===== src/include/assl_pkg.sv =====
// package for the axis status and enable block: register map, fields, codes
// assumes one 100 MHz clock and a synchronous active-high reset
// Overview of operation
// - watchdog byte reads 1 after reset
// - machine function cleared, plain binary
// - positive machine function output at completion
// - negative machine function output at start
// - value 1000 outputs no machine function
// - new code replaces old, 0..999, 12 bits
// - three flags compare position to stored
// - positive flag: set rising, clear falling
// - negative flag: set falling, clear rising
// - section flags all one, cleared at start
// - k eighths covered sets flags 1..k
// - enable abort clears, modes 2/3 reset
// - actual position is signed 32 bit absolute
// - error cleared, overwritten, 0FFFFH unknown
// - low limit input brakes, raises error
// - leave limit in ref, manual and ext-ref modes
// - reference input zeroes position in homing
// - enable low refuses start, error 20
// - mode 1 enable fall stops, resume
// - mode 1 idle fall, brake 1: setpoint copy
// - mode 2 fall aborts, restores power-on outputs
// - mode 3 also disables position control
package assl_pkg;
	// ------------------------------------------------------------
	// register byte offsets
	// ------------------------------------------------------------
	localparam logic [7:0] ADDR_CTRL    = 8'h00;
	localparam logic [7:0] ADDR_CMD     = 8'h04;
	localparam logic [7:0] ADDR_SETMF   = 8'h08;
	localparam logic [7:0] ADDR_TARGET  = 8'h0C;
	localparam logic [7:0] ADDR_FLAG1   = 8'h10;
	localparam logic [7:0] ADDR_FLAG2   = 8'h14;
	localparam logic [7:0] ADDR_FLAG3   = 8'h18;
	localparam logic [7:0] ADDR_STATUS  = 8'h1C;
	localparam logic [7:0] ADDR_MFUNC   = 8'h20;
	localparam logic [7:0] ADDR_ACTPOS  = 8'h24;
	localparam logic [7:0] ADDR_ERRNUM  = 8'h28;
	localparam logic [7:0] ADDR_SETPT   = 8'h2C;
	localparam logic [7:0] ADDR_ERRSET  = 8'h30;
	// ------------------------------------------------------------
	// fields and codes
	// ------------------------------------------------------------
	localparam int CTRL_EMODE_LO = 0;
	localparam int CTRL_BRAKE    = 2;
	localparam int CTRL_OPMODE   = 3;
	localparam int CMD_START     = 0;
	localparam int CMD_ERRCLR    = 1;
	localparam int MF_SIGN       = 12;
	localparam logic [7:0]  WATCHDOG_INIT = 8'h01;
	localparam logic [11:0] MF_NONE       = 12'h3E8;
	localparam logic [11:0] MF_MAX        = 12'h3E7;
	localparam logic [15:0] ERR_ENABLE    = 16'h0014;
	localparam logic [15:0] ERR_LIMPOS    = 16'h0015;
	localparam logic [15:0] ERR_LIMNEG    = 16'h0016;
	localparam logic [15:0] ERR_UNKNOWN   = 16'hFFFF;
	localparam logic [7:0]  SECT_ALL      = 8'hFF;
	localparam logic [1:0]  RESP_OKAY     = 2'b00;
	localparam logic [1:0]  RESP_SLVERR   = 2'b10;
	typedef enum logic [1:0] {
		ASSL_OP_EXT    = 2'b00,
		ASSL_OP_REF    = 2'b01,
		ASSL_OP_MANUAL = 2'b10,
		ASSL_OP_EXTREF = 2'b11
	} assl_op_t;
	typedef enum logic [1:0] {
		ASSL_IDLE  = 2'b00,
		ASSL_RUN   = 2'b01,
		ASSL_HALT  = 2'b10,
		ASSL_OFF   = 2'b11
	} assl_state_t;
endpackage


===== src/logic/assl_top.sv =====
// axis status and enable logic with an AXI4-Lite register slave
// assumes the position feedback and direction come from the drive each cycle
//
// Decided for this implementation: the AXI4-Lite register port and the register addresses.
module assl_top
	import assl_pkg::*;
(
	// clock and reset
	input  wire logic        clk,
	input  wire logic        rst,
	// initiators
	input  wire logic        enableIn,
	input  wire logic        limitPosIn,
	input  wire logic        limitNegIn,
	input  wire logic        refPointIn,
	// position feedback
	input  wire logic        stepValid,
	input  wire logic        stepUp,
	input  wire logic        unknownErr,
	// drive outputs
	output logic             brakeOut,
	output logic             posCtrlOn,
	output logic             moveUp,
	output logic             moveDown,
	// AXI4-Lite slave
	input  wire logic [7:0]  s_axi_awaddr,
	input  wire logic        s_axi_awvalid,
	output logic             s_axi_awready,
	input  wire logic [31:0] s_axi_wdata,
	input  wire logic [3:0]  s_axi_wstrb,
	input  wire logic        s_axi_wvalid,
	output logic             s_axi_wready,
	output logic [1:0]       s_axi_bresp,
	output logic             s_axi_bvalid,
	input  wire logic        s_axi_bready,
	input  wire logic [7:0]  s_axi_araddr,
	input  wire logic        s_axi_arvalid,
	output logic             s_axi_arready,
	output logic [31:0]      s_axi_rdata,
	output logic [1:0]       s_axi_rresp,
	output logic             s_axi_rvalid,
	input  wire logic        s_axi_rready
);
	// ------------------------------------------------------------
	// storage
	// ------------------------------------------------------------
	logic [4:0]         ctrl_reg;
	logic [12:0]        setMf_reg;
	logic signed [31:0] target_reg;
	logic signed [31:0] flagPos_reg [3];
	logic [7:0]         watchdog_reg;
	logic [11:0]        mfunc_reg;
	logic [2:0]         flags_reg;
	logic [7:0]         sect_reg;
	logic signed [31:0] actPos_reg;
	logic signed [31:0] prevPos_reg;
	logic signed [31:0] setpt_reg;
	logic signed [31:0] startPos_reg;
	logic [15:0]        errNum_reg;
	logic               setDone_reg;
	logic               startQuit_reg;
	logic               enable_reg;
	assl_state_t        state_reg;
	logic [7:0]         awAddr_reg;
	logic               awHave_reg;
	logic [31:0]        wData_reg;
	logic [3:0]         wStrb_reg;
	logic               wHave_reg;

	logic [1:0]  emode;
	logic        enableFall;
	logic        limitHit;
	logic        leaveOk;
	logic        wrFire;
	logic        startReq;
	logic        errClr;
	logic        errSetReq;
	logic [15:0] errSetVal;
	logic        startOk;
	logic        finish;
	logic signed [32:0] travel;
	logic signed [32:0] covered;
	logic [31:0] absTravel;
	logic [31:0] absCovered;

	// ------------------------------------------------------------
	// decode of control fields
	// ------------------------------------------------------------
	// codes 0 and 3 both mean mode 1; internal mode 0 means mode 1
	assign emode = (ctrl_reg[1:0] == 2'b11) ? 2'b00 : ctrl_reg[1:0];
	assign enableFall = enable_reg & ~enableIn;
	assign limitHit = ~limitPosIn | ~limitNegIn;
	assign leaveOk = (ctrl_reg[4:3] != ASSL_OP_EXT);
	assign wrFire = awHave_reg & wHave_reg & ~s_axi_bvalid;
	assign startReq = wrFire & (awAddr_reg == ADDR_CMD) & wStrb_reg[0] & wData_reg[CMD_START];
	assign errClr = wrFire & (awAddr_reg == ADDR_CMD) & wStrb_reg[0] & wData_reg[CMD_ERRCLR];
	assign startOk = startReq & enableIn & (~limitHit | leaveOk);
	assign travel = 33'(target_reg) - 33'(startPos_reg);
	assign covered = 33'(actPos_reg) - 33'(startPos_reg);
	assign absTravel = travel[32] ? 32'(-travel) : 32'(travel);
	assign absCovered = covered[32] ? 32'(-covered) : 32'(covered);
	assign finish = (state_reg == ASSL_RUN) & (actPos_reg == setpt_reg);

	// ------------------------------------------------------------
	// drive outputs
	// ------------------------------------------------------------
	// position control is gated off in mode 3 while enable is low
	assign posCtrlOn = (state_reg != ASSL_OFF);
	assign brakeOut = (state_reg == ASSL_HALT) | (limitHit & ~leaveOk);
	assign moveUp = (state_reg == ASSL_RUN) & (setpt_reg > actPos_reg);
	assign moveDown = (state_reg == ASSL_RUN) & (setpt_reg < actPos_reg);

	// ------------------------------------------------------------
	// set sequencer
	// ------------------------------------------------------------
	// enable is sampled so a fall is seen even between starts;
	// history starts low so leaving reset never looks like a fall
	always_ff @(posedge clk) begin
		if (rst) begin
			enable_reg    <= 1'b0;
			state_reg     <= ASSL_IDLE;
			setDone_reg   <= 1'b1;
			startQuit_reg <= 1'b0;
			setpt_reg     <= '0;
			startPos_reg  <= '0;
		end else begin
			enable_reg <= enableIn;
			if (enableFall) begin
				if (emode == 2'b00) begin
					if (state_reg == ASSL_RUN)
						state_reg <= ASSL_HALT;
					if (setDone_reg & ctrl_reg[CTRL_BRAKE])
						setpt_reg <= actPos_reg;
				end else begin
					state_reg   <= (emode == 2'b10) ? ASSL_OFF : ASSL_IDLE;
					setDone_reg <= 1'b1;
					setpt_reg   <= actPos_reg;
				end
			end else if (startOk) begin
				// a halted set resumes toward its old target
				if (state_reg != ASSL_HALT) begin
					startPos_reg <= actPos_reg;
					setpt_reg    <= target_reg;
				end
				state_reg     <= ASSL_RUN;
				setDone_reg   <= 1'b0;
				startQuit_reg <= 1'b1;
			end else if (finish) begin
				state_reg   <= ASSL_IDLE;
				setDone_reg <= 1'b1;
			end else if (state_reg == ASSL_OFF && enableIn) begin
				state_reg <= ASSL_IDLE;
			end
			if (startReq == 1'b0 && wrFire && awAddr_reg == ADDR_STATUS && wStrb_reg[1])
				startQuit_reg <= 1'b0;
		end
	end

	// ------------------------------------------------------------
	// actual position counter
	// ------------------------------------------------------------
	// keeps counting in every state, also with control disabled
	always_ff @(posedge clk) begin
		if (rst) begin
			actPos_reg  <= '0;
			prevPos_reg <= '0;
		end else begin
			prevPos_reg <= actPos_reg;
			if (refPointIn && ctrl_reg[4:3] inside {ASSL_OP_REF, ASSL_OP_EXTREF})
				actPos_reg <= '0;
			else if (stepValid)
				actPos_reg <= stepUp ? actPos_reg + 32'sd1 : actPos_reg - 32'sd1;
		end
	end

	// ------------------------------------------------------------
	// watchdog and machine function
	// ------------------------------------------------------------
	always_ff @(posedge clk) begin
		if (rst) begin
			watchdog_reg <= WATCHDOG_INIT;
			mfunc_reg    <= '0;
		end else if (setMf_reg[11:0] != MF_NONE && setMf_reg[11:0] <= MF_MAX) begin
			if (startOk && setMf_reg[MF_SIGN] && state_reg != ASSL_HALT)
				mfunc_reg <= setMf_reg[11:0];
			else if (finish && !setMf_reg[MF_SIGN] && !enableFall)
				mfunc_reg <= setMf_reg[11:0];
		end
	end

	// ------------------------------------------------------------
	// crossing flags
	// ------------------------------------------------------------
	// a crossing is a sign change of position minus flag position
	always_ff @(posedge clk) begin
		if (rst) begin
			flags_reg <= '0;
		end else begin
			for (int i = 0; i < 3; i++) begin
				if (prevPos_reg < flagPos_reg[i] && actPos_reg >= flagPos_reg[i])
					flags_reg[i] <= ~flagPos_reg[i][31];
				else if (prevPos_reg >= flagPos_reg[i] && actPos_reg < flagPos_reg[i])
					flags_reg[i] <= flagPos_reg[i][31];
			end
		end
	end

	// ------------------------------------------------------------
	// section flags
	// ------------------------------------------------------------
	// compare 8*covered against k*travel, avoiding a divider
	always_ff @(posedge clk) begin
		if (rst) begin
			sect_reg <= SECT_ALL;
		end else if (enableFall) begin
			if (emode == 2'b00)
				sect_reg <= '0;
			else
				sect_reg <= SECT_ALL;
		end else if (startOk && state_reg != ASSL_HALT) begin
			sect_reg <= '0;
		end else if (state_reg == ASSL_RUN) begin
			for (int k = 1; k <= 8; k++) begin
				if ({3'b000, absCovered} * 35'd8 >= {3'b000, absTravel} * 35'(k))
					sect_reg[k-1] <= 1'b1;
			end
		end
	end

	// ------------------------------------------------------------
	// error number
	// ------------------------------------------------------------
	// a new error beats a clear in the same cycle
	assign errSetReq = (startReq & ~enableIn) | limitHit | unknownErr |
		(wrFire & (awAddr_reg == ADDR_ERRSET));
	assign errSetVal = (startReq & ~enableIn) ? ERR_ENABLE :
		(~limitPosIn) ? ERR_LIMPOS : (~limitNegIn) ? ERR_LIMNEG :
		unknownErr ? ERR_UNKNOWN : wData_reg[15:0];
	always_ff @(posedge clk) begin
		if (rst)
			errNum_reg <= '0;
		else if (errSetReq)
			errNum_reg <= errSetVal;
		else if (errClr)
			errNum_reg <= '0;
	end

	// ------------------------------------------------------------
	// AXI4-Lite write channel
	// ------------------------------------------------------------
	assign s_axi_awready = ~awHave_reg;
	assign s_axi_wready = ~wHave_reg;
	always_ff @(posedge clk) begin
		if (rst) begin
			awHave_reg   <= 1'b0;
			wHave_reg    <= 1'b0;
			awAddr_reg   <= '0;
			wData_reg    <= '0;
			wStrb_reg    <= '0;
			s_axi_bvalid <= 1'b0;
			s_axi_bresp  <= RESP_OKAY;
		end else begin
			if (s_axi_awvalid && !awHave_reg) begin
				awAddr_reg <= s_axi_awaddr;
				awHave_reg <= 1'b1;
			end
			if (s_axi_wvalid && !wHave_reg) begin
				wData_reg <= s_axi_wdata;
				wStrb_reg <= s_axi_wstrb;
				wHave_reg <= 1'b1;
			end
			if (wrFire) begin
				s_axi_bvalid <= 1'b1;
				s_axi_bresp  <= (awAddr_reg[1:0] == 2'b00 && awAddr_reg <= ADDR_ERRSET) ?
					RESP_OKAY : RESP_SLVERR;
			end else if (s_axi_bvalid && s_axi_bready) begin
				s_axi_bvalid <= 1'b0;
				awHave_reg   <= 1'b0;
				wHave_reg    <= 1'b0;
			end
		end
	end

	// ------------------------------------------------------------
	// configuration registers
	// ------------------------------------------------------------
	// only byte lane 0..3 writes land; status words are read only, except a lane 1 write to ADDR_STATUS clears startQuit_reg
	always_ff @(posedge clk) begin
		if (rst) begin
			ctrl_reg    <= '0;
			setMf_reg   <= {1'b0, MF_NONE};
			target_reg  <= '0;
			flagPos_reg <= '{default: '0};
		end else if (wrFire) begin
			for (int b = 0; b < 4; b++) begin
				if (wStrb_reg[b]) begin
					unique case (awAddr_reg)
						ADDR_TARGET: target_reg[8*b +: 8] <= wData_reg[8*b +: 8];
						ADDR_FLAG1:  flagPos_reg[0][8*b +: 8] <= wData_reg[8*b +: 8];
						ADDR_FLAG2:  flagPos_reg[1][8*b +: 8] <= wData_reg[8*b +: 8];
						ADDR_FLAG3:  flagPos_reg[2][8*b +: 8] <= wData_reg[8*b +: 8];
						default: ;
					endcase
				end
			end
			if (awAddr_reg == ADDR_CTRL && wStrb_reg[0])
				ctrl_reg <= wData_reg[4:0];
			if (awAddr_reg == ADDR_SETMF && wStrb_reg[0])
				setMf_reg[7:0] <= wData_reg[7:0];
			if (awAddr_reg == ADDR_SETMF && wStrb_reg[1])
				setMf_reg[12:8] <= wData_reg[12:8];
		end
	end

	// ------------------------------------------------------------
	// AXI4-Lite read channel
	// ------------------------------------------------------------
	assign s_axi_arready = ~s_axi_rvalid;
	always_ff @(posedge clk) begin
		if (rst) begin
			s_axi_rvalid <= 1'b0;
			s_axi_rdata  <= '0;
			s_axi_rresp  <= RESP_OKAY;
		end else if (s_axi_arvalid && !s_axi_rvalid) begin
			s_axi_rvalid <= 1'b1;
			s_axi_rresp  <= RESP_OKAY;
			unique case (s_axi_araddr)
				ADDR_CTRL:   s_axi_rdata <= {27'd0, ctrl_reg};
				ADDR_CMD:    s_axi_rdata <= '0;
				ADDR_SETMF:  s_axi_rdata <= {19'd0, setMf_reg};
				ADDR_TARGET: s_axi_rdata <= target_reg;
				ADDR_FLAG1:  s_axi_rdata <= flagPos_reg[0];
				ADDR_FLAG2:  s_axi_rdata <= flagPos_reg[1];
				ADDR_FLAG3:  s_axi_rdata <= flagPos_reg[2];
				ADDR_STATUS: s_axi_rdata <= {watchdog_reg, sect_reg, 5'd0, flags_reg,
					~limitNegIn, ~limitPosIn, posCtrlOn, brakeOut,
					startQuit_reg, setDone_reg, state_reg};
				ADDR_MFUNC:  s_axi_rdata <= {20'd0, mfunc_reg};
				ADDR_ACTPOS: s_axi_rdata <= actPos_reg;
				ADDR_ERRNUM: s_axi_rdata <= {16'd0, errNum_reg};
				ADDR_SETPT:  s_axi_rdata <= setpt_reg;
				default: begin
					s_axi_rdata <= '0;
					s_axi_rresp <= RESP_SLVERR;
				end
			endcase
		end else if (s_axi_rvalid && s_axi_rready) begin
			s_axi_rvalid <= 1'b0;
		end
	end

	// ------------------------------------------------------------
	// checks
	// ------------------------------------------------------------
	a_watchdog_init: assert property (
		@(posedge clk) $fell(rst) |-> watchdog_reg == WATCHDOG_INIT)
		else $error("watchdog not one after reset");
	a_mfunc_reset: assert property (
		@(posedge clk) $past(rst) |-> mfunc_reg == 12'h000)
		else $error("machine function not cleared");
	a_mfunc_range: assert property (
		@(posedge clk) disable iff (rst) mfunc_reg <= MF_MAX)
		else $error("machine function out of range");
	a_sect_clear: assert property (@(posedge clk) disable iff (rst)
		(startOk && state_reg == ASSL_IDLE && !enableFall) |=> sect_reg == 8'h00)
		else $error("section flags not cleared at start");
	a_enable_refuse: assert property (@(posedge clk) disable iff (rst)
		(startReq && !enableIn) |=> state_reg != ASSL_RUN || $past(state_reg) == ASSL_RUN)
		else $error("start taken with enable low");
	a_err_enable: assert property (@(posedge clk) disable iff (rst)
		(startReq && !enableIn) |=> errNum_reg == ERR_ENABLE)
		else $error("error 20 not reported");
	a_mode2_restore: assert property (@(posedge clk) disable iff (rst)
		(enableFall && emode == 2'b01) |=> setDone_reg && sect_reg == SECT_ALL &&
		setpt_reg == $past(actPos_reg))
		else $error("mode 2 outputs not restored");
	a_mode3_off: assert property (@(posedge clk) disable iff (rst)
		(enableFall && emode == 2'b10) |=> !posCtrlOn)
		else $error("mode 3 control still on");
	a_ref_zero: assert property (@(posedge clk) disable iff (rst)
		(refPointIn && ctrl_reg[4:3] == ASSL_OP_REF) |=> actPos_reg == 32'sd0)
		else $error("reference did not zero position");
	a_idle_copy: assert property (@(posedge clk) disable iff (rst)
		(enableFall && emode == 2'b00 && setDone_reg && ctrl_reg[CTRL_BRAKE])
		|=> setpt_reg == $past(actPos_reg))
		else $error("idle fall did not copy position");
endmodule


===== config.mk =====
export PLATFORM = sky130hd
export DESIGN_NAME = assl_top
export DESIGN_NICKNAME = d
export VERILOG_FILES = /design/src/include/assl_pkg.sv /design/src/logic/assl_top.sv
export SDC_FILE = /design/constraint.sdc
export NUM_CORES = 2
export LEC_CHECK = 0
export BUFFER_PORTS_ARGS = -buffer_cell sky130_fd_sc_hd__buf_2
export CAP_MARGIN = 10
export CORE_MARGIN = 5
export CORE_UTILIZATION = 25
export CTS_CLUSTER_SIZE = 24
export DETAILED_ROUTE_END_ITERATION = 7
export PLACE_DENSITY_LB_ADDON = 0.15
export SLEW_MARGIN = 15
export SYNTH_ARGS = -nofsm -noshare
export SYNTH_HDL_FRONTEND = slang
export SYNTH_SLANG_ARGS = --single-unit

===== constraint.sdc =====
create_clock -name clk -period 9.8 [get_ports clk]
set_input_delay 0.98 -clock clk [delete_from_list [all_inputs] [get_ports clk]]
set_output_delay 0.98 -clock clk [all_outputs]
set_load 0.03 [all_outputs]

# == After elaboration in Yosys (flattened, before gate mapping) ==
# Cells that the tools add are included.
# Widths: inputs -> output; s select.
# word_totals
reg_bits,402
inputBits,66
wordCells,305
# op_classes
n_addsub,6
multipliers,4
order_cmp,24
eq_ne,33
muxes,59
bitwise,36
n_reduce_logical,93
# op_table
op,n
$pmux 32 s11,1
$mux 32,8
$lt 32x32->1,7
$ge 32x32->1,6
$ge 35x35->1,4
$mux 16,6
$ge 35x34->1,2
$mul 32x3->35 const B,2
$mul 32x2->34 const B,2
$sub 32x32->33,2
$eq 8x5->1 const B,8
$neg 32->32,2
$reduce_and 3->1,18
$eq 8x6->1 const B,5
$ge 35x32->1,1
$ge 35x33->1,1
$add 32x2->32 const B,1
$eq 32x32->1,1
$eq 8x4->1 const B,4
$gt 32x32->1,1
$mux 8,4
$sub 32x2->32 const B,1
$reduce_and 2->1,15
$reduce_bool 3->1,10
other kinds (23),143

# == Longest topological paths before layout ==
# depth
word_depth,11
mapped_depth,44
ltp_nobuf,44

# == Least setup slack after synthesis ==
# No wires, ideal clock.
# synth_timing
path_type,register to register
startpoint,reg target_reg[0]
endpoint,reg sect_reg[2]
arrival_time_ns,8.132
required_time_ns,9.668
path_slack_ns,1.537
stages_incl_launch_ff,40
path_buffers,0
period_less_slack_ns,8.263
path_cell_list,dfxtp_1 -> inv_1 -> ha_1 -> fa_1 -> nor2b_1 -> o31a_1 -> a21oi_2 -> o211ai_1 -> a311o_1 -> nand4_1 -> nand2_1 -> nor2_1 -> xor2_1 -> inv_1 -> ha_1 -> a21o_1 -> a21oi_1 -> nand2b_1 -> (+4 left out) -> nor2b_1 -> nor2_1 -> o21ai_0 -> a32oi_1 -> nor2_1 -> or4b_2 -> xnor2_1 -> ha_1 -> a21o_1 -> a21o_1 -> a21oi_1 -> o21ai_0 -> a21oi_1 -> o21ai_0 -> a221o_1 -> a21o_1 -> a2111oi_0 -> o21ai_0
# synth_via
elab_chain_cells,7
# synth_rtl
item,line_no,source
"start, declared",assl_top.sv:49,logic signed [31:0] target_reg;
"start signal, assigned by index",assl_top.sv:298,ADDR_TARGET: target_reg[8*b +: 8] <= wData_reg[8*b +: 8];
$sub 32x32->33 (*),assl_top.sv:98,assign travel = 33'(target_reg) - 33'(startPos_reg);
$neg 32->32,assl_top.sv:100,assign absTravel = travel[32] ? 32'(-travel) : 32'(travel);
$mux 32 (*),assl_top.sv:100,
$mul 32x2->34 (*),assl_top.sv:224,"if ({3'b000, absCovered} * 35'd8 >= {3'b000, absTravel} * 35'(k))"
$ge 35x34->1 (*),assl_top.sv:224,
$reduce_bool 3->1 (no line) (*),n/a,
$reduce_and 2->1 (no line) (*),n/a,
"end signal, assigned",assl_top.sv:219,sect_reg <= SECT_ALL;
"end signal, assigned",assl_top.sv:221,sect_reg <= '0;
"end signal, assigned by index",assl_top.sv:225,sect_reg[k-1] <= 1'b1;
"end, declared",assl_top.sv:54,logic [7:0] sect_reg;
# Every way passes the cells marked *; elsewhere a longest branch is shown, timed or not.
# A chain may end at the register's enable or synchronous reset.

# == Worst setup path after layout ==
# Ends and elaborated chain as after synthesis.

==> impl_metrics.yaml <==
final_layout:
  syn_to_final_growth_pct: 13.9
  largest_reg_flops: 96
  nets: 5625
  fin_area_um2: 43700
  antenna-diode-count: 0
  drive_gt1_frac: 0.0830
timing:
  hold_viol_final: 0
  worstMarginPinSlew_ps: 1140
  finalSetupViolCount: 0
  tns_ps: 0
  final.setup.worst_slack_ps: 864
  slew_viol_final: 0
  min_period_over_period: 0.912
  fin_skew_ps: 33.0
  fin_hold_ws_ps: 453
  fmax_mhz: 112
  rsz0062_at_grt: "no"
  min_period_ps: 8940
  slew_headroom: 0.237
logic_synthesis:
  synth_xor_area_frac: 0.0509
  ys.flop_type: "dfxtp_1"
  synth_cell_types: 106
  yosys.area.top_type: "ha_1"
  yosysSeqAreaShare: 0.209
  ys_warn_count: 0
  yosys-top-cells-area: "ha_1 22%, dfxtp_1 21%, nor2_1 5.1%, a21oi_1 5.1%, mux2i_1 4.6%"
  yosys.area_share.simple: 0.186
  synth_most_common_cell: "ha_1"
  yosys-top-cells-count: "676 x ha_1, 522 x nor2_1, 400 x dfxtp_1, 391 x a21oi_1, 348 x nand2_1"
  yosysTopAreaCellShare: 0.221
  synth_area_um2: 38300
  synthArstFlopShare: 0
  synth_edf_count: 0
  synth_fa_ha_area_frac: 0.238
  synth_top_family_by_area: "adder cells"
  synth_cells: 4735
  syn_area_per_cell_um2: 8.09
  synth-compound-area-share: 0.221
  ys_ff_latch: 400
  synth_mux_area_frac: 0.0477
clock_tree:
  cts_buffers: 54
  cts_max_level: 2
  cts_sinks: 400
  cts-root-buf: "clkbuf_16"
  hold_buffers: 0
  clk_latency_ps: 650
  clk_pin_slew_ps: 70
  cts_buffer_depth: 3
  tritoncts: "done"
power:
  pwr-share-seq: 0.179
  power_frac_comb: 0.606
  p_switching_uw: 4530
  power_leakage_uw: 0.0195
  p_total_uw: 10100
  switching_share: 0.451
  pwr-share-clk: 0.215
  p_per_area_nw_per_um2: 230
  vdd_drop_max_mv: 0.131
  cellInternalPower_uw: 5530
die:
  rows: 143
  die_width_um: 402
  core_area_um2: 152000
  io_pins: 111
  die_h_um: 402
  start_util: 0.252
  die-area_um2: 161000
drt:
  route.detailed.drc: 0
  drt-initial-drc-count: 2416
  detail-route-antenna-nets: 0
  vias: 35683
  wl_per_cell_um: 22.7
  routed_wl_mm: 157
  dr.pass1.iters: 8
  viasPerCell: 5.16
critical_path:
  crit_type: "reg2reg"
  worstPathMaxFanout: 13
  timing.rr.start: "target_reg[0]"
  crit_arrival_ps: 9450
  required_ps: 10320
  cpPeakStageDelay_ps: 600
  startpoint: "target_reg[0]"
  startpoint_type: "register"
  cpMaxStageDelayCell: "or4b_2"
  end_kind: "register"
grt:
  grt_pass1_vias: 35252
  met3_usage: 0.0248
  grt_max_degree: 138
  use_met1: 0.246
  gr-total-overflow: 0
  track_usage: 0.186
  antenna_found_initial: 6
  grt-busiest-layer: "met2"
  grt_pass1_wl_mm: 230
  grt_use_met2: 0.314
placed_design:
  place.gp.congestion: 0.862
  portBuffers: 108
  dp_hpwl_mm: 122
  preCtsSetupSlack_ps: 457
  dpl_cell_area_um2: 41700
run:
  max_cap_viol_count: 0
hold_path:
  hold_path_class: "reg2reg"
  min_from: "startPos_reg[16]"
run_status:
  status: "completed"
repair_timing:
item,CTS,global route
setup endpoints to repair,0,3
resized for setup,0,2
setup buffers,0,3
layer usage:
layer	vias up	share of wire
met5	-	0.00017
met4	4	0.034
met3	224	0.048
met2	887	0.46
met1	17048	0.46
li1	17520	-
through the flow:
step           utilization  instances
2_1_floorplan            -       4736
3_3_place_gp         0.274       6823
3_5_place_dp         0.274       6823
4_1_cts              0.287       6918
5_1_grt              0.287       6922
6_report             0.287       6922
area by class of cell:
class | count | area (um^2)
sequential | 400 | 8010
clock inverter | 25 | 392
multi-input combinational | 3863 | 28600
tap | 2030 | 2540
timing repair buffer | 222 | 1440
inverter | 312 | 1180
fill | 16551 | 108000
clock buffer | 70 | 1480
power by group through the flow:
stage | logic, uW | clock network (uW) | registers [uW]
after CTS | 6140 | 2220 | 1800
after global routing | 6890 | 2270 | 1810
after floorplan | 4010 | 0 | 1810
after detailed placement | 6090 | 0 | 1840
after global placement | 6060 | 0 | 1840
final | 6100 | 2160 | 1800
final timing paths:
path | to | slack (ps) | cells past startpoint
worst min-delay path | startPos_reg[16] | 450 | 2
worst min register to register | startPos_reg[16] | 450 | 2
worst max register to register | sect_reg[2] | 860 | 42
worst max-delay path | sect_reg[2] | 860 | 42
layout by cell type (no fill, tap or decap), drive strengths merged, types with 14 or more instances in the layout:
cell type,n
a211o,19
a211oi,26
a21o,165
a21oi,392
a221oi,22
a222oi,45
a22oi,47
a311oi,35
a31o,15
a31oi,56
and2,26
and3,35
and4,14
buf,222
clkbuf,70
clkinv,14
dfxtp,400
fa,30
ha,676
inv,314
mux2i,179
nand2,348
nand2b,79
nand3,78
nand3b,15
nand4,112
nor2,524
nor2b,89
nor3,62
nor4,21
o211ai,22
o21a,58
o21ai,185
o21bai,27
o31ai,20
or2,22
or3,30
xnor2,135
xor2,81
critical path: cells and delay by family, from the launching register on:
| family | cells | cell delay (ps) |
|---|---|---|
| AO/OA/AOI/OAI | 22 | 4130 |
| XOR/XNOR | 2 | 440 |
| adder cells (fa/ha/maj) | 4 | 1220 |
| buffers and inverters | 6 | 1020 |
| flip-flops | 1 | 350 |
| AND/OR/NAND/NOR | 8 | 1630 |
kinds of logic after synthesis:
group                    Yosys count
AO/OA/AOI/OAI                   1264
XOR/XNOR                         217
adder cells (fa/ha/maj)          713
buffers and inverters            473
flip-flops                       400
multiplexers                     182
other                              1
AND/OR/NAND/NOR                 1485
Power figures use the tool's default switching activity.
